File: src/core/pin_routing_pkg.sv
package pin_routing_pkg;

  // Selection code layout
  localparam int SEL_W     = 5;
  localparam int PORT_W    = 2;
  localparam int PIN_W     = 3;
  localparam int PORT_LSB  = 3;
  localparam int PIN_COUNT = 8;

  // Port field codes
  localparam logic [1:0] PORT_FIRST    = 2'h0;
  localparam logic [1:0] PORT_SECOND   = 2'h1;
  localparam logic [1:0] PORT_THIRD    = 2'h2;
  localparam logic [1:0] PORT_RESERVED = 2'h3;

  // Register map, byte addresses
  localparam int          ADDR_W           = 12;
  localparam logic [11:0] LOCK_OFFSET      = 12'h000;
  localparam logic [11:0] PIN_LEVEL_OFFSET = 12'h004;
  localparam logic [11:0] SEL_BASE         = 12'h100;
  localparam logic [11:0] SEL_LIMIT        = 12'h180;
  localparam int          INDEX_W          = 5;

  // Lock value after reset and response codes
  localparam logic       LOCK_RESET  = 1'b0;
  localparam logic [1:0] RESP_OKAY   = 2'h0;
  localparam logic [1:0] RESP_SLVERR = 2'h2;

  // Write request into the selection store
  typedef struct packed {
    logic                 en;
    logic [INDEX_W-1:0]   index;
    logic [SEL_W-1:0]     data;
  } selWrite_type;

  // Read channel sequencing
  typedef enum logic [1:0] {
    RD_IDLE   = 2'b00,
    RD_FETCH  = 2'b01,
    RD_ANSWER = 2'b10
  } readState_type;

  // Power-on selection per peripheral: port cycles over three, pin over eight
  function automatic logic [SEL_W-1:0] defaultSel(input int unsigned idx);
    logic [1:0] port;
    logic [2:0] pin;
    port = 2'((idx / 8) % 3);
    pin  = 3'(idx % 8);
    return {port, pin};
  endfunction

endpackage

File: src/core/select_mem.sv
module select_mem #(
  parameter int NUM = 31
) (
  // Clock and power-on reset
  input  wire logic                                     clk_sys,
  input  wire logic                                     reset,
  // Write and read access
  input  wire pin_routing_pkg::selWrite_type            wr,
  input  wire logic [pin_routing_pkg::INDEX_W-1:0]      rdIndex,
  output logic      [pin_routing_pkg::SEL_W-1:0]        rdData,
  // All selections for the routing logic
  output logic      [NUM*pin_routing_pkg::SEL_W-1:0]    selAll
);

  logic [pin_routing_pkg::SEL_W-1:0] sel_q [NUM];
  logic [pin_routing_pkg::SEL_W-1:0] rdData_q;

  // Selection store; only power-on reset reloads it
  always_ff @(posedge clk_sys or posedge reset) begin
    if (reset) begin
      for (int i = 0; i < NUM; i++) begin
        sel_q[i] <= pin_routing_pkg::defaultSel(i);
      end
    end else if (wr.en && (int'(wr.index) < NUM)) begin
      sel_q[wr.index] <= wr.data;
    end
  end

  // Registered read port
  always_ff @(posedge clk_sys or posedge reset) begin
    if (reset) begin
      rdData_q <= 5'h00;
    end else if (int'(rdIndex) < NUM) begin
      rdData_q <= sel_q[rdIndex];
    end else begin
      rdData_q <= 5'h00;
    end
  end

  assign rdData = rdData_q;

  // Flatten for the router
  always_comb begin
    for (int i = 0; i < NUM; i++) begin
      selAll[i*pin_routing_pkg::SEL_W +: pin_routing_pkg::SEL_W] = sel_q[i];
    end
  end

endmodule

File: src/core/port_router.sv
module port_router #(
  parameter int NUM = 31
) (
  // Clock and reset
  input  wire logic                                     clk_sys,
  input  wire logic                                     reset,
  // Pin levels of the three ports
  input  wire logic [7:0]                               firstIoPort,
  input  wire logic [7:0]                               secondIoPort,
  input  wire logic [7:0]                               thirdIoPort,
  // Selections and routed peripheral inputs
  input  wire logic [NUM*pin_routing_pkg::SEL_W-1:0]    selAll,
  output logic      [NUM-1:0]                           periphIn
);

  logic [NUM-1:0] periphIn_q;

  // One routed level for one selection code
  function automatic logic pickPin(input logic [4:0] sel, input logic [7:0] a,
                                   input logic [7:0] b, input logic [7:0] c);
    logic [2:0] pin;
    pin = sel[2:0];
    case (sel[4:3])
      pin_routing_pkg::PORT_FIRST:  pickPin = a[pin];
      pin_routing_pkg::PORT_SECOND: pickPin = b[pin];
      pin_routing_pkg::PORT_THIRD:  pickPin = c[pin];
      default:                      pickPin = 1'b0;    // Reserved code routes low
    endcase
  endfunction

  // Several peripherals may share one pin
  always_ff @(posedge clk_sys or posedge reset) begin
    if (reset) begin
      periphIn_q <= '0;
    end else begin
      for (int i = 0; i < NUM; i++) begin
        periphIn_q[i] <= pickPin(selAll[i*5 +: 5], firstIoPort, secondIoPort,
                                 thirdIoPort);
      end
    end
  end

  assign periphIn = periphIn_q;

endmodule

File: src/core/pin_routing_unit.sv
// Functional notes
// - Sleep leaves all routing selections untouched.
// - Power-on reset loads default selections.
// - Other resets keep selections as held.
// - Selection bits seven to five read zero.
// - Bits four-three pick port; code three reserved.
// - Bits two-zero pick pin within port.
// - Each peripheral has its own power-on default.
// - Lock flag set blocks selection writes.
// - Shared pins allowed; port reads show levels.
module pin_routing_unit #(
  parameter int NUM = 31
) (
  // Clock and power-on reset
  input  wire logic                                  clk_sys,
  input  wire logic                                  reset,
  // AXI4-Lite write address and data
  input  wire logic [pin_routing_pkg::ADDR_W-1:0]    awaddr,
  input  wire logic                                  awvalid,
  output logic                                       awready,
  input  wire logic [31:0]                           wdata,
  input  wire logic [3:0]                            wstrb,
  input  wire logic                                  wvalid,
  output logic                                       wready,
  // AXI4-Lite write response
  output logic [1:0]                                 bresp,
  output logic                                       bvalid,
  input  wire logic                                  bready,
  // AXI4-Lite read
  input  wire logic [pin_routing_pkg::ADDR_W-1:0]    araddr,
  input  wire logic                                  arvalid,
  output logic                                       arready,
  output logic [31:0]                                rdata,
  output logic [1:0]                                 rresp,
  output logic                                       rvalid,
  input  wire logic                                  rready,
  // Device pins and routed peripheral inputs
  input  wire logic [7:0]                            firstIoPort,
  input  wire logic [7:0]                            secondIoPort,
  input  wire logic [7:0]                            thirdIoPort,
  output logic      [NUM-1:0]                        periphIn,
  output logic                                       routingLockFlag
);

  logic [pin_routing_pkg::ADDR_W-1:0]  awaddr_q;
  logic [31:0]                         wdata_q;
  logic [3:0]                          wstrb_q;
  logic                                awHeld_q;
  logic                                wHeld_q;
  logic                                awready_q;
  logic                                wready_q;
  logic                                bvalid_q;
  logic [1:0]                          bresp_q;
  logic                                lock_q;
  logic                                arready_q;
  logic                                rvalid_q;
  logic [31:0]                         rdata_q;
  logic [1:0]                          rresp_q;
  logic [pin_routing_pkg::ADDR_W-1:0]  araddr_q;
  pin_routing_pkg::readState_type      rdState_q;
  pin_routing_pkg::readState_type      rdState_d;
  logic                                awTake;
  logic                                wTake;
  logic                                arTake;
  logic                                doWrite;
  pin_routing_pkg::selWrite_type       selWrite;
  logic [pin_routing_pkg::SEL_W-1:0]   memRdData;
  logic [NUM*pin_routing_pkg::SEL_W-1:0] selAll;
  logic                                awHeld_d;
  logic                                wHeld_d;
  logic                                selHit;
  logic                                lockWrite;
  logic [1:0]                          wrResp;
  logic [23:0]                         pinWord;
  logic [31:0]                         rdMux;
  logic [1:0]                          rdResp;

  // Address falls on an implemented selection register
  function automatic logic isSel(input logic [11:0] addr);
    logic [11:0] off;
    logic        inRange;
    logic        aligned;
    off     = addr - pin_routing_pkg::SEL_BASE;
    inRange = (addr >= pin_routing_pkg::SEL_BASE) && (addr < pin_routing_pkg::SEL_LIMIT);
    aligned = (addr[1:0] == 2'h0);
    isSel   = inRange && aligned && (int'(off >> 2) < NUM);
  endfunction

  // Selection index of an address
  function automatic logic [4:0] selIndex(input logic [11:0] addr);
    logic [11:0] off;
    off = addr - pin_routing_pkg::SEL_BASE;
    selIndex = off[6:2];
  endfunction

  // Address has any register behind it
  function automatic logic isMapped(input logic [11:0] addr);
    isMapped = isSel(addr) || (addr == pin_routing_pkg::LOCK_OFFSET)
               || (addr == pin_routing_pkg::PIN_LEVEL_OFFSET);
  endfunction

  // Handshake terms
  always_comb begin
    awTake  = awvalid && awready_q;
    wTake   = wvalid && wready_q;
    arTake  = arvalid && arready_q;
    doWrite = awHeld_q && wHeld_q && !bvalid_q;
    awHeld_d = awTake || (awHeld_q && !doWrite);
    wHeld_d  = wTake || (wHeld_q && !doWrite);
  end

  // Write decode of the held address; lock register itself is never locked
  always_comb begin
    selHit    = isSel(awaddr_q);
    lockWrite = doWrite && wstrb_q[0] && (awaddr_q == pin_routing_pkg::LOCK_OFFSET);
    if (isMapped(awaddr_q)) begin
      wrResp = pin_routing_pkg::RESP_OKAY;
    end else begin
      wrResp = pin_routing_pkg::RESP_SLVERR;
    end
  end

  // Write address holding
  always_ff @(posedge clk_sys or posedge reset) begin
    if (reset) begin
      awHeld_q  <= 1'b0;
      awready_q <= 1'b0;
      awaddr_q  <= 12'h000;
    end else begin
      if (awTake) begin
        awaddr_q <= awaddr;
      end
      awHeld_q  <= awHeld_d;
      awready_q <= !awHeld_d;
    end
  end

  // Write data holding
  always_ff @(posedge clk_sys or posedge reset) begin
    if (reset) begin
      wHeld_q  <= 1'b0;
      wready_q <= 1'b0;
      wdata_q  <= 32'h0000_0000;
      wstrb_q  <= 4'h0;
    end else begin
      if (wTake) begin
        wdata_q <= wdata;
        wstrb_q <= wstrb;
      end
      wHeld_q  <= wHeld_d;
      wready_q <= !wHeld_d;
    end
  end

  // Write response
  always_ff @(posedge clk_sys or posedge reset) begin
    if (reset) begin
      bvalid_q <= 1'b0;
      bresp_q  <= pin_routing_pkg::RESP_OKAY;
    end else if (doWrite) begin
      bvalid_q <= 1'b1;
      bresp_q  <= wrResp;
    end else if (bready) begin
      bvalid_q <= 1'b0;
    end
  end

  // Lock flag; a write with bit zero low clears it in this block
  always_ff @(posedge clk_sys or posedge reset) begin
    if (reset) begin
      lock_q <= pin_routing_pkg::LOCK_RESET;
    end else if (lockWrite) begin
      lock_q <= wdata_q[0];
    end
  end

  // Selection write, dropped while locked; only low five bits stored
  always_comb begin
    selWrite.en    = doWrite && wstrb_q[0] && selHit && !lock_q;
    selWrite.index = selIndex(awaddr_q);
    selWrite.data  = wdata_q[pin_routing_pkg::SEL_W-1:0];
  end

  // Selection store: async reset is power-on only, no sleep input
  select_mem #(
    .NUM     (NUM)
  ) u_store (
    .clk_sys (clk_sys),
    .reset   (reset),
    .wr      (selWrite),
    .rdIndex (selIndex(araddr)),
    .rdData  (memRdData),
    .selAll  (selAll)
  );

  // Routing takes the stored value at the edge after the write
  port_router #(
    .NUM          (NUM)
  ) u_router (
    .clk_sys      (clk_sys),
    .reset        (reset),
    .firstIoPort  (firstIoPort),
    .secondIoPort (secondIoPort),
    .thirdIoPort  (thirdIoPort),
    .selAll       (selAll),
    .periphIn     (periphIn)
  );

  // Read sequencing
  always_comb begin
    rdState_d = rdState_q;
    case (rdState_q)
      pin_routing_pkg::RD_IDLE: begin
        if (arTake) begin
          rdState_d = pin_routing_pkg::RD_FETCH;
        end
      end
      pin_routing_pkg::RD_FETCH: begin
        rdState_d = pin_routing_pkg::RD_ANSWER;
      end
      pin_routing_pkg::RD_ANSWER: begin
        if (rready) begin
          rdState_d = pin_routing_pkg::RD_IDLE;
        end
      end
      default: begin
        rdState_d = pin_routing_pkg::RD_IDLE;
      end
    endcase
  end

  // Read state register
  always_ff @(posedge clk_sys or posedge reset) begin
    if (reset) begin
      rdState_q <= pin_routing_pkg::RD_IDLE;
    end else begin
      rdState_q <= rdState_d;
    end
  end

  // Read handshake flags and address capture
  always_ff @(posedge clk_sys or posedge reset) begin
    if (reset) begin
      arready_q <= 1'b0;
      rvalid_q  <= 1'b0;
      araddr_q  <= 12'h000;
    end else begin
      arready_q <= (rdState_d == pin_routing_pkg::RD_IDLE);
      rvalid_q  <= (rdState_d == pin_routing_pkg::RD_ANSWER);
      if (arTake) begin
        araddr_q <= araddr;
      end
    end
  end

  // Pin levels as one word, third port on top
  assign pinWord = {thirdIoPort, secondIoPort, firstIoPort};

  // Read data select; upper selection bits read zero
  always_comb begin
    rdMux  = 32'h0000_0000;
    rdResp = pin_routing_pkg::RESP_OKAY;
    if (isSel(araddr_q)) begin
      rdMux = {27'h0000000, memRdData};
    end else if (araddr_q == pin_routing_pkg::LOCK_OFFSET) begin
      rdMux = {31'h00000000, lock_q};
    end else if (araddr_q == pin_routing_pkg::PIN_LEVEL_OFFSET) begin
      rdMux = {8'h00, pinWord};
    end else begin
      rdResp = pin_routing_pkg::RESP_SLVERR;
    end
  end

  // Read data register, loaded while fetching
  always_ff @(posedge clk_sys or posedge reset) begin
    if (reset) begin
      rdata_q <= 32'h0000_0000;
      rresp_q <= pin_routing_pkg::RESP_OKAY;
    end else if (rdState_q == pin_routing_pkg::RD_FETCH) begin
      rdata_q <= rdMux;
      rresp_q <= rdResp;
    end
  end

  // Write channel outputs from flops
  assign awready         = awready_q;
  assign wready          = wready_q;
  assign bvalid          = bvalid_q;
  assign bresp           = bresp_q;

  // Read channel outputs from flops
  assign arready         = arready_q;
  assign rvalid          = rvalid_q;
  assign rdata           = rdata_q;
  assign rresp           = rresp_q;

  // Lock flag straight from its flop
  assign routingLockFlag = lock_q;

endmodule

File: config.mk
export PLATFORM = sky130hd
export DESIGN_NAME = pin_routing_unit
export DESIGN_NICKNAME = d
export VERILOG_FILES = /design/src/core/pin_routing_pkg.sv /design/src/core/select_mem.sv /design/src/core/port_router.sv /design/src/core/pin_routing_unit.sv
export SDC_FILE = /design/constraint.sdc
export NUM_CORES = 1
export LEC_CHECK = 0
export BUFFER_PORTS_ARGS = -buffer_cell sky130_fd_sc_hd__buf_4
export CAP_MARGIN = 10
export CORE_ASPECT_RATIO = 1.4
export CORE_MARGIN = 2
export CORE_UTILIZATION = 40
export CTS_CLUSTER_DIAMETER = 200
export DETAILED_ROUTE_END_ITERATION = 8
export PLACE_DENSITY = 0.58
export RECOVER_POWER = 100
export SLEW_MARGIN = 10
export SYNTH_ARGS = -nofsm -noshare
export SYNTH_HDL_FRONTEND = slang
export SYNTH_SLANG_ARGS = --single-unit
File: constraint.sdc
create_clock -name clk_sys -period 24.2 [get_ports clk_sys]
set_input_delay 4.84 -clock clk_sys [delete_from_list [all_inputs] [get_ports clk_sys]]
set_output_delay 4.84 -clock clk_sys [all_outputs]
set_load 0.02 [all_outputs]
# Word-level counts from Yosys, hierarchy flattened
# Index checks and enable logic that the tools add are counted.
# totals
ff_bits,267
in_bits,91
out_inout_bits,73
word_cells,465
# op_classes
add_sub_neg,3
order_cmp,42
eq_ne,67
n_mux,236
bitwise_logic,2
reduce_logical,66
# ops
operator,n
1-bit binary-select mux with 3-bit select,93
155-bit bitwise mux,1
"3-bit by 4-bit less-than comparator with 1-bit output, second input constant",31
1-bit 2-to-1 mux,95
1-bit case mux with 3 select lines,31
24-bit 2-to-1 mux,3
2-bit zero test,35
"2-bit equality test, second input constant",33
"2-bit by 1-bit equality test with 1-bit output, second input constant",32
5-bit binary-select mux with 5-bit select,1
5-bit demux with 5-bit select,1
"12-bit by 3-bit equality test with 1-bit output, second input constant",2
"12-bit by 9-bit >= comparator with 1-bit output, second input constant",2
12-bit zero test,2
"12-bit by 9-bit less-than comparator with 1-bit output, second input constant",2
"12-bit by 9-bit subtractor with 12-bit output, second input constant",2
"10-bit by 5-bit less-than comparator with 1-bit output, second input constant",2
5-bit 2-to-1 mux,4
1-bit logical AND,19
"6-bit >= comparator, second input constant",2
2-bit 2-to-1 mux,6
5-bit inverter with 6-bit output,2
"5-bit less-than comparator, second input constant",2
"7-bit by 1-bit subtractor with 7-bit output, second input constant",1
other kinds (5),12

# Logic depth before layout (Yosys ltp)
# Gate-level depths: netlist (run 1).
# logic_depth
word_depth,7
depth_mapped,8
depth_no_buf,5

# Modules after synthesis
# From an unflattened synthesis (run 1), not the netlist that was laid out.
# hier_totals
hier_cells,1538
area_unflattened_um2,18046.1
# modules_own_cells
module,n_inst,cells_each,area_per_inst_um2,seq_area_each_um2
port_router,1,756,7815.0,775.7
select_mem,1,587,7592.3,4080.2
pin_routing_unit,1,195,2638.8,1651.6

# Worst setup path after synthesis (run 1)
# OpenSTA, ideal clock, no wires.
# synth_timing
path_kind,input to register
startpoint,input thirdIoPort[7]
endpoint,"register u_router.periphIn_q[27], in the netlist u_router.periphIn[27]"
arrival_time_ns,6.125
required_ns,24.061
setup_slack_ns,17.936
stages,4
path_buffers,1
cell_sequence,clkbuf_1 > mux4_2 > and4b_1 > or4_1
# synth_between
elab_chain_len,3
# synth_lines
element,line_no,rtl
"start, declared",pin_routing_unit.sv:40,"input wire logic [7:0] thirdIoPort,"
1-bit binary-select mux with 3-bit select,port_router.sv:26,pin_routing_pkg::PORT_THIRD: pickPin = c[pin];
1-bit 2-to-1 mux (not written as such),port_router.sv:26,
1-bit case mux with 3 select lines,port_router.sv:23,case (sel[4:3])
"end signal, assigned by index",port_router.sv:37,"periphIn_q[i] <= pickPin(selAll[i*5 +: 5], firstIoPort, secondIoPort,"
"end, declared",port_router.sv:16,logic [NUM-1:0] periphIn_q;
# Every way passes these cells. The select of a mux whose other input is x is not followed.
# A chain may end at the register's enable or synchronous reset.

==> metrics.cfg, run 1 <==
[min_path]
worstHoldStart=rdState_q[1]
min_to=rdState_q[0]
worstHoldPathCells=1
hold_class=reg2reg

[routing]
wire_per_inst_um=31.2
drt_iter0_drc=1218
num_vias=13300
wirelength_um=60600
drc=0
dr.pass1.iters=5
avgViaCountPerCell=6.85
postRouteAntennaNets=0

[yosys]
ys_seq_area_share_pct=37.0
synth_top_area_cell=dfrtp_1
yosys.area.top_type_share_pct=27.9
syn-cell-area_mm2=0.0176
synthMuxAreaShare_pct=42.7
synth_area_leaders=dfrtp_1 28%, mux4_2 23%, mux2_2 12%
synth_simple_gate_area_share_pct=11.6
netlist_instances=1398
synth_warnings=0
synth_fa_ha_area_share_pct=0
synth_xor_area_share_pct=0
synth_cell_type_count=45
synth_compound_area_share_pct=3.96
synth_top_family_by_area=multiplexers
ys_ff_latch=257
avgSynthCellArea_um2=12.6

[global_route]
grt_max_degree=126
antenna_found_initial=1
gr-total-overflow=0
grt_pass1_vias=13600
grt_usage_pct=26.3
grt_pass1_wl_um=88800

[place]
place_congestion=0.875
dp_hpwl_um=34600
placed_area_mm2=0.0185
pre_cts_slack_ns=16.70
numPortBuffers=123

[pwr]
seqPwrFrac_pct=46.3
clkPwrFrac_pct=36.1
p_int_w=0.000827
comb_power_share_pct=17.6
switchingPower_w=0.000406
swShare_pct=32.9
leakagePower_nw=7.27
ir_drop_mv=0.0561
power_density_mw_per_mm2=64.7

[timing]
drv_slew=1042
hold_viol=0
setup_slack_ns=12.85
tns_ns=0
fin_worst_skew_ns=0.0211
fmax_ghz=0.0881
tightest_slew_ns=5.69
slew_headroom_pct=-279
rsz0062_at_grt=no
fin_crit_sh_pct=46.9
setup_viol=0
fin_crit_ns=11.35

[floorplan]
die_h_um=252
initial_core_util_pct=40.3
ios=164
die_w_um=181
row_count=91
core_area_mm2=0.0437
die-area_mm2=0.0457

[setup_path]
critPathLaunchType=input port
path_class=in2async
cp_max_fo=125
worst-endpoint-arrival_ns=11.89
r2r-start=awaddr_q[5]
crit_chain=clkbuf_4 -> clkinvlp_2 -> clkbuf_1 -> buf_4
r2r_slack_ns=21.32
endpoint_kind=async pin
required_ns=24.73
r2r_end=u_store.selAll[83]
reg2reg_depth=5
cp_slowest_cell=clkinvlp_2
cpPeakStageDelay_ns=3.04

[cts]
postCtsHoldBufs=0
clk-insertion-delay-late_ns=0.57
cts.reportedPaths.clkPinSlew_ns=0.06
htreeDepth=1
post_cts_buffers=0
postCtsResizedCells=0
cts.sinks=257
cts_buffer_depth=3
cts_root_buffer=clkbuf_16
cts_buffers=26
cts_tree=yes

[layout]
nets=1455
area_growth_pct=8.26
diodes=0
drive_above_1_share_pct=37.5
finalInstanceArea_mm2=0.0191

[status]
outcome=complete, but fails checks
violations=capacitance limit, slew limit

[job]
maxCapViolations=27

cell usage after synthesis, drive strengths merged:
| master | number |
|---|---|
| a21oi | 11 |
| a22o | 23 |
| a22oi | 18 |
| a311oi | 2 |
| a31oi | 9 |
| and2 | 2 |
| and4 | 1 |
| and4b | 24 |
| buf | 34 |
| clkbuf | 165 |
| conb | 1 |
| dfrtp | 196 |
| dfstp | 61 |
| inv | 7 |
| mux2 | 187 |
| mux2i | 135 |
| mux4 | 180 |
| nand2 | 63 |
| nand2b | 6 |
| nand3 | 36 |
| nand3b | 13 |
| nand4 | 8 |
| nand4b | 6 |
| nor2 | 53 |
| nor2b | 11 |
| nor3 | 30 |
| nor3b | 26 |
| nor4 | 2 |
| nor4bb | 24 |
| o2111a | 1 |
| o211ai | 13 |
| o21a | 2 |
| o21ai | 9 |
| o311ai | 2 |
| o31ai | 6 |
| or2 | 5 |
| or3 | 1 |
| or4 | 25 |
sequential cells by signal (all words and copies together), names as in the netlist, 2 cells and up:
name / cells
araddr_q: 12
awaddr_q: 12
rdState_q: 2
rdata: 24
u_router.periphIn: 31
u_store.rdData: 5
u_store.selAll: 155
wdata_q: 5
layout make-up:
| cell class | instances | area [um2] |
|---|---|---|
| Fill cell | 4168 | 24700 |
| Multi-Input combinational cell | 944 | 10300 |
| Sequential cell | 257 | 6510 |
| Clock buffer | 38 | 787 |
| Tap cell | 558 | 698 |
| Timing Repair Buffer | 128 | 623 |
| Clock inverter | 10 | 153 |
| Inverter | 7 | 27.5 |
layer usage:
| metal | vias to the layer above | global-route usage (%) | part of all wire (%) |
|---|---|---|---|
| li1 | 5326 | - | - |
| met1 | 6996 | 33.0 | 37 |
| met2 | 777 | 43.1 | 48 |
| met3 | 195 | 5.17 | 9.2 |
| met4 | 0 | 14.0 | 5.8 |
| met5 | - | 0.541 | 0 |
power by group through the flow:
stage               combinational, W  clock (W)  sequential, W
floorplan                   0.000171          0       0.000510
global placement            0.000219          0       0.000576
detailed placement          0.000222          0       0.000579
CTS                         0.000223   0.000455       0.000571
global route                0.000230   0.000471       0.000575
finish                      0.000217   0.000445       0.000571
worst max-delay path by stage:
stage,startpoint,end,slack (ns),cells past startpoint
detailed placement,reset,wdata_q[1],16.70,4
CTS,reset,wdata_q[0],17.30,4
finish,reset,wdata_q[1],12.85,4
global route,reset,wdata_q[1],11.35,4
floorplan,reset,araddr_q[0],12.39,1
global placement,reset,wdata_q[1],16.74,4
worst max-delay path: cells and delay by family:
family,cells,cell delay [ns]
buf+inv,4,6.94
per-stage QoR:
step / power [W] / cells / utilization, % / hold slack [ns]
after floorplan: 0.000681 / 1407 / - / 0.434
after global placement: 0.000795 / 1894 / 42.3 / 0.446
after detailed placement: 0.000801 / 1894 / 42.3 / 0.461
after CTS: 0.00125 / 1942 / 44.5 / 0.470
after global routing: 0.00128 / 1942 / 43.6 / 0.479
final: 0.00123 / 1942 / 43.6 / 0.466
kinds of logic (layout without fill, tap and decap cells):
| group | after synthesis | in the layout |
|---|---|---|
| AOI/OAI and AO/OA | 96 | 96 |
| and+or+nand+nor | 336 | 336 |
| DFF | 257 | 257 |
| muxes | 502 | 502 |
| buffers and inverters | 206 | 183 |
| other | 1 | 10 |
placed cells by master, fill, tap and decap left out, types with 13 or more instances in the layout:
cell,instances
a22o_1,23
mux2_2,185
clkbuf_16,27
or4_1,25
nor3b_1,25
a22oi_1,18
o211ai_1,13
nor4bb_1,24
buf_4,32
and4b_1,24
mux4_2,180
nand3b_1,13
nand3_1,36
dfrtp_1,191
dfstp_2,61
nor3_1,30
mux2i_1,135
nand2_1,63
nor2_1,53
clkbuf_1,94
No activity file was read; power rests on OpenSTA's default activity.
==> run 2: changes to the inputs <==
--- a/config.mk
+++ b/config.mk
@@ -12,7 +12,7 @@
 export CORE_UTILIZATION = 40
 export CTS_CLUSTER_DIAMETER = 200
 export DETAILED_ROUTE_END_ITERATION = 8
-export PLACE_DENSITY = 0.58
+export PLACE_DENSITY = 0.61
 export RECOVER_POWER = 100
 export SLEW_MARGIN = 10
 export SYNTH_ARGS = -nofsm -noshare
==> constraint.sdc (replaced) <==
create_clock -name clk_sys -period 10.04 [get_ports clk_sys]
set_input_delay 2.008 -clock clk_sys [delete_from_list [all_inputs] [get_ports clk_sys]]
set_output_delay 2.008 -clock clk_sys [all_outputs]
set_load 0.02 [all_outputs]
==> metrics.cfg, run 2 (synthesis results as in run 1) <==
[status]
outcome=complete, but fails checks
violations=capacitance limit, slew limit

[setup_path]
worst-endpoint-arrival_ns=7.13
required_ns=10.49
reg2reg_depth=5
r2r_slack_ns=7.12
critPathLaunchType=input port
path_class=in2reg
r2r_end=u_store.selAll[80]
cp_max_fo=51
endpoint_kind=flop
crit_start=araddr[4]
r2r-start=awaddr_q[5]

[min_path]
min_to=rdState_q[0]
hold_class=reg2reg
worstHoldPathCells=1
worstHoldStart=rdState_q[1]

[routing]
dr.pass1.iters=7
wirelength_um=59400
num_vias=13100
drt_iter0_drc=1218
postRouteAntennaNets=0
drc=0
wire_per_inst_um=30.6
avgViaCountPerCell=6.76

[global_route]
grtUsageMet3_pct=4.90
use_met1_pct=32.3
grt_pass1_wl_um=88000
grt_max_degree=84
grtUsageMet2_pct=42.5
grt.busiest_layer=met2
grt_usage_pct=25.8
antenna_found_initial=1
gr-total-overflow=0
grt_pass1_vias=13500

[layout]
nets=1456
layout_commonest_cell=dfrtp_1
fillerInstances=4065
drive_above_1_share_pct=39.3
area_growth_pct=8.50
final_cell_mix=191 x dfrtp_1, 187 x mux2_2, 180 x mux4_2
fin_cells=1944
largest_reg_flops=155

[cts]
cts_buffer_depth=3
cts.reportedPaths.clkPinSlew_ns=0.06
postCtsResizedCells=0
htreeDepth=1
post_cts_buffers=0
cts_buffers=27
cts.sinks=257
cts_tree=yes
cts_root_buffer=clkbuf_16
clk-insertion-delay-late_ns=0.58
postCtsHoldBufs=0

[timing]
fin_crit_ns=6.68
fin_worst_skew_ns=0.0217
hold_viol=0
slew_headroom_pct=-150
rsz0062_at_grt=no
fin_crit_sh_pct=66.5
setup_slack_ns=3.36
fmax_ghz=0.150
tightest_slew_ns=3.74
drv_slew=169
tns_ns=0
setup_viol=0

[pwr]
total_power_w=0.00293
ir_drop_mv=0.109
power_density_mw_per_mm2=153
leakagePower_nw=7.33

[floorplan]
die_h_um=252
core_area_mm2=0.0437
ios=164
die_w_um=181
row_count=91
die-area_mm2=0.0457
initial_core_util_pct=40.3

[place]
pre_cts_slack_ns=5.76
numPortBuffers=123
dp.cells=1894
place_congestion=0.853
dp_hpwl_um=34000

[job]
maxCapViolations=3

==> run 2: cell types whose count changed in the layout (fill, tap and decap cells not counted), moves of 2 or more <==
| cell | previous run | this run |
|---|---|---|
| buf_4 | 32 | 56 |
| clkbuf_1 | 94 | 73 |
| bufinv_16 | 4 | 2 |
| clkbuf_8 | 7 | 5 |
| mux2_1 | 2 | 0 |
| mux2_2 | 185 | 187 |
==> run 2: worst max path at each step <==
stage	endpoint	slack, ns	depth (start not counted)
finish	u_store.rdData[1]	3.36	7
global route	u_store.rdData[1]	3.29	7
CTS	u_store.rdData[1]	6.36	7
detailed placement	u_store.rdData[1]	5.76	7
global placement	u_store.rdData[1]	5.78	7
floorplan	araddr_q[0]	1.06	1
==> run 2: worst max-delay path, cell delays in order <==
cell	delay [ns]
clkbuf_1	0.86
clkbuf_1	2.62
mux2i_1	0.50
a22o_1	0.39
nor3_1	0.51
a31oi_1	0.08
o311ai_0	0.13
==> run 2: metrics by stage <==
step                utilization [%]  area, um2  hold slack [ns]
finish                         43.7      19100            0.473
global route                   43.7      19100            0.502
CTS                            44.3      19400            0.475
detailed placement             42.3      18500            0.466
global placement               42.3      18500            0.449
floorplan                         -      17600            0.434
==> run 2: metal layers <==
metal,vias to the layer above,part of all wire [%]
met5,-,0
met4,0,5.4
met3,177,9.7
met2,782,48
met1,6858,37
li1,5316,-
==> run 2: final cells by class <==
| cell class | instances | area, um2 | share of cell area, % |
|---|---|---|---|
| multi-input combinational | 944 | 10300 | 53.7 |
| sequential | 257 | 6510 | 34.1 |
| clock inverter | 10 | 118 | 0.616 |
| antenna | 1 | 2.50 | 0.0131 |
| clock buffer | 39 | 771 | 4.03 |
| tap | 558 | 698 | 3.65 |
| timing repair buffer | 128 | 713 | 3.73 |
| inverter | 7 | 27.5 | 0.144 |
==> run 2: report_power, final <==
group          internal (W)  leakage (nW)  total (W)  switching, W
Sequential          0.00113          3.20    0.00138      0.000242
Clock              0.000586         0.439    0.00103      0.000446
Combinational      0.000214          3.70   0.000517      0.000303
Total               0.00193          7.33    0.00293      0.000991
==> run 3: changes to the inputs <==
--- a/config.mk
+++ b/config.mk
@@ -5,6 +5,7 @@
 export SDC_FILE = /design/constraint.sdc
 export NUM_CORES = 1
 export LEC_CHECK = 0
+export ABC_AREA = 1
 export BUFFER_PORTS_ARGS = -buffer_cell sky130_fd_sc_hd__buf_4
 export CAP_MARGIN = 10
 export CORE_ASPECT_RATIO = 1.4
@@ -12,7 +13,7 @@
 export CORE_UTILIZATION = 40
 export CTS_CLUSTER_DIAMETER = 200
 export DETAILED_ROUTE_END_ITERATION = 8
-export PLACE_DENSITY = 0.61
+export PLACE_DENSITY = 0.58
 export RECOVER_POWER = 100
 export SLEW_MARGIN = 10
 export SYNTH_ARGS = -nofsm -noshare
==> constraint.sdc (replaced) <==
create_clock -name clk_sys -period 6.7 [get_ports clk_sys]
set_input_delay 1.34 -clock clk_sys [delete_from_list [all_inputs] [get_ports clk_sys]]
set_output_delay 1.34 -clock clk_sys [all_outputs]
set_load 0.02 [all_outputs]
==> metrics.cfg, run 3 <==
[setup_path]
r2r-start=awaddr_q[3]
crit_chain=buf_4 -> inv_1 -> nand2_1 -> inv_1 -> nand2_1 -> nand3_1 -> nor2_1 -> nor2_1 -> nor2_1 -> nor2_1
path_class=in2reg
cp_top_family=buffers and inverters
cpMostUsedCell=nor2_1
cpPeakStageDelay_ns=1.47
r2r_end=u_store.selAll[79]
required_ns=7.21
endpoint_kind=flop
cp.depth=10
worst-endpoint-arrival_ns=4.96
reg2reg_depth=9
critPathLaunchType=input port
cp_slowest_cell=inv_1
path_buf_inv=3
cp_max_fo=78
r2r_slack_ns=3.39

[yosys]
synth_cell_type_count=24
synth_warnings=0
synth-edff-count=0
netlist_instances=3033
ys_async_sr_fraction_pct=100
ys_seq_area_share_pct=34.2
ys_ff_latch=257
yosys-top-cells-count=931 x nand2_1, 341 x nand3_1, 301 x o21ai_0
synth_area_leaders=dfrtp_1 26%, nand2_1 18%, nand3_1 9.0%
yosysMostFrequentCell=nand2_1
yosys.area.top_type_share_pct=25.8
syn-cell-area_mm2=0.0190
synth_flop_cell=dfrtp_1
avgSynthCellArea_um2=6.27
synth_top_area_cell=dfrtp_1

[timing]
tightest_slew_ns=2.59
tns_ns=0
fin_worst_skew_ns=0.0142
fmax_ghz=0.225
hold_viol=0
slew_headroom_pct=-72.4
rsz0062_at_grt=no
fin_crit_ns=4.45
drv_slew=195
setup_slack_ns=2.25
setup_viol=0
fin_crit_sh_pct=66.4

[cts]
cts_buffer_depth=3
post_cts_buffers=0
cts_root_buffer=clkbuf_16
clk-insertion-delay-late_ns=0.59
postCtsHoldBufs=0
cts.reportedPaths.clkPinSlew_ns=0.07
cts.sinks=257
htreeDepth=1
cts_buffers=28
postCtsResizedCells=0
cts_tree=yes

[floorplan]
core_area_mm2=0.0470
die_h_um=262
die-area_mm2=0.0494
die_w_um=188
row_count=94
initial_core_util_pct=40.4
ios=164

[layout]
layout_commonest_cell=nand2_1
largest_reg_flops=155
finalInstanceArea_mm2=0.0206
multiInputGateArea_mm2=0.0107
fin_cells=3579
drive_above_1_share_pct=6.84
regArea_mm2=0.00651
area_growth_pct=8.12
nets=3023
fillerInstances=4991
final_cell_mix=931 x nand2_1, 341 x nand3_1, 301 x o21ai_0

[place]
pre_cts_slack_ns=2.48
place_congestion=0.921
placed_area_mm2=0.0199
numPortBuffers=123
dp_hpwl_um=43100
dp.cells=3526

[min_path]
worstHoldStart=awHeld_q
worstHoldPathCells=1
min_to=awready
hold_class=reg2reg

[routing]
postRouteAntennaNets=0
dr.pass1.iters=7
wire_per_inst_um=20.8
drt_iter0_drc=2279
wirelength_um=74300
num_vias=21000
avgViaCountPerCell=5.87
drc=0

[pwr]
ir_drop_mv=0.317
total_power_w=0.00506
leakagePower_nw=8.83
power_density_mw_per_mm2=246

[global_route]
grt_usage_pct=29.4
grt_pass1_wl_um=113000
grt_pass1_vias=19100
antenna_found_initial=0
grt_max_degree=186
gr-total-overflow=0

[status]
violations=capacitance limit, slew limit
outcome=complete, but fails checks

[job]
maxCapViolations=5

==> run 3: cell count changes after synthesis, moves of 187 or more <==
cell	before	now
nand2_1	63	931
nand3_1	35	341
o21ai_0	9	301
a21oi_1	11	256
inv_1	7	203
mux2_2	187	0
==> run 3: where the power goes <==
part / internal (W) / leakage [nW] / total (W) / switching [W]
clock network: 0.00100 / 0.484 / 0.00170 / 0.000699
registers: 0.00172 / 3.20 / 0.00212 / 0.000401
logic: 0.000269 / 5.14 / 0.00123 / 0.000966
total: 0.00299 / 8.83 / 0.00506 / 0.00207
==> run 3: worst max path at each step <==
stage	startpoint	endpoint
floorplan	reset	araddr_q[0]
global placement	araddr[2]	u_store.rdData[1]
detailed placement	araddr[2]	u_store.rdData[1]
CTS	araddr[2]	u_store.rdData[1]
global route	araddr[2]	u_store.rdData[0]
finish	araddr[2]	u_store.rdData[1]
==> run 3: cell families after synthesis <==
group	share of synthesized area [%]
AOI/OAI and AO/OA	19.6
buffers and inverters	9.98
DFF	34.2
other	0.0197
and+or+nand+nor	36.2
==> run 3: routing by layer <==
metal	part of all wire [%]	up-vias	track usage (%)
met5	0	-	0
met4	4.7	0	14.5
met3	8.3	205	3.53
met2	47	1024	49.1
met1	40	9794	37.8
li1	-	9972	-
==> run 3: through the flow <==
step / hold slack (ns) / util (%)
2_1_floorplan: 0.441 / -
3_3_place_gp: 0.456 / 42.2
3_5_place_dp: 0.465 / 42.2
4_1_cts: 0.478 / 44.3
5_1_grt: 0.505 / 43.7
6_report: 0.474 / 43.7
==> run 3: layout make-up <==
| type | instances | share of cell area [%] |
|---|---|---|
| clock buffers | 39 | 3.95 |
| repair buffers | 140 | 3.99 |
| flip-flops and latches | 257 | 31.7 |
| multi-input cells | 2297 | 51.9 |
| inverters | 208 | 3.80 |
| well taps | 624 | 3.79 |
| clock inverters | 13 | 0.864 |
| diodes | 1 | 0.0122 |
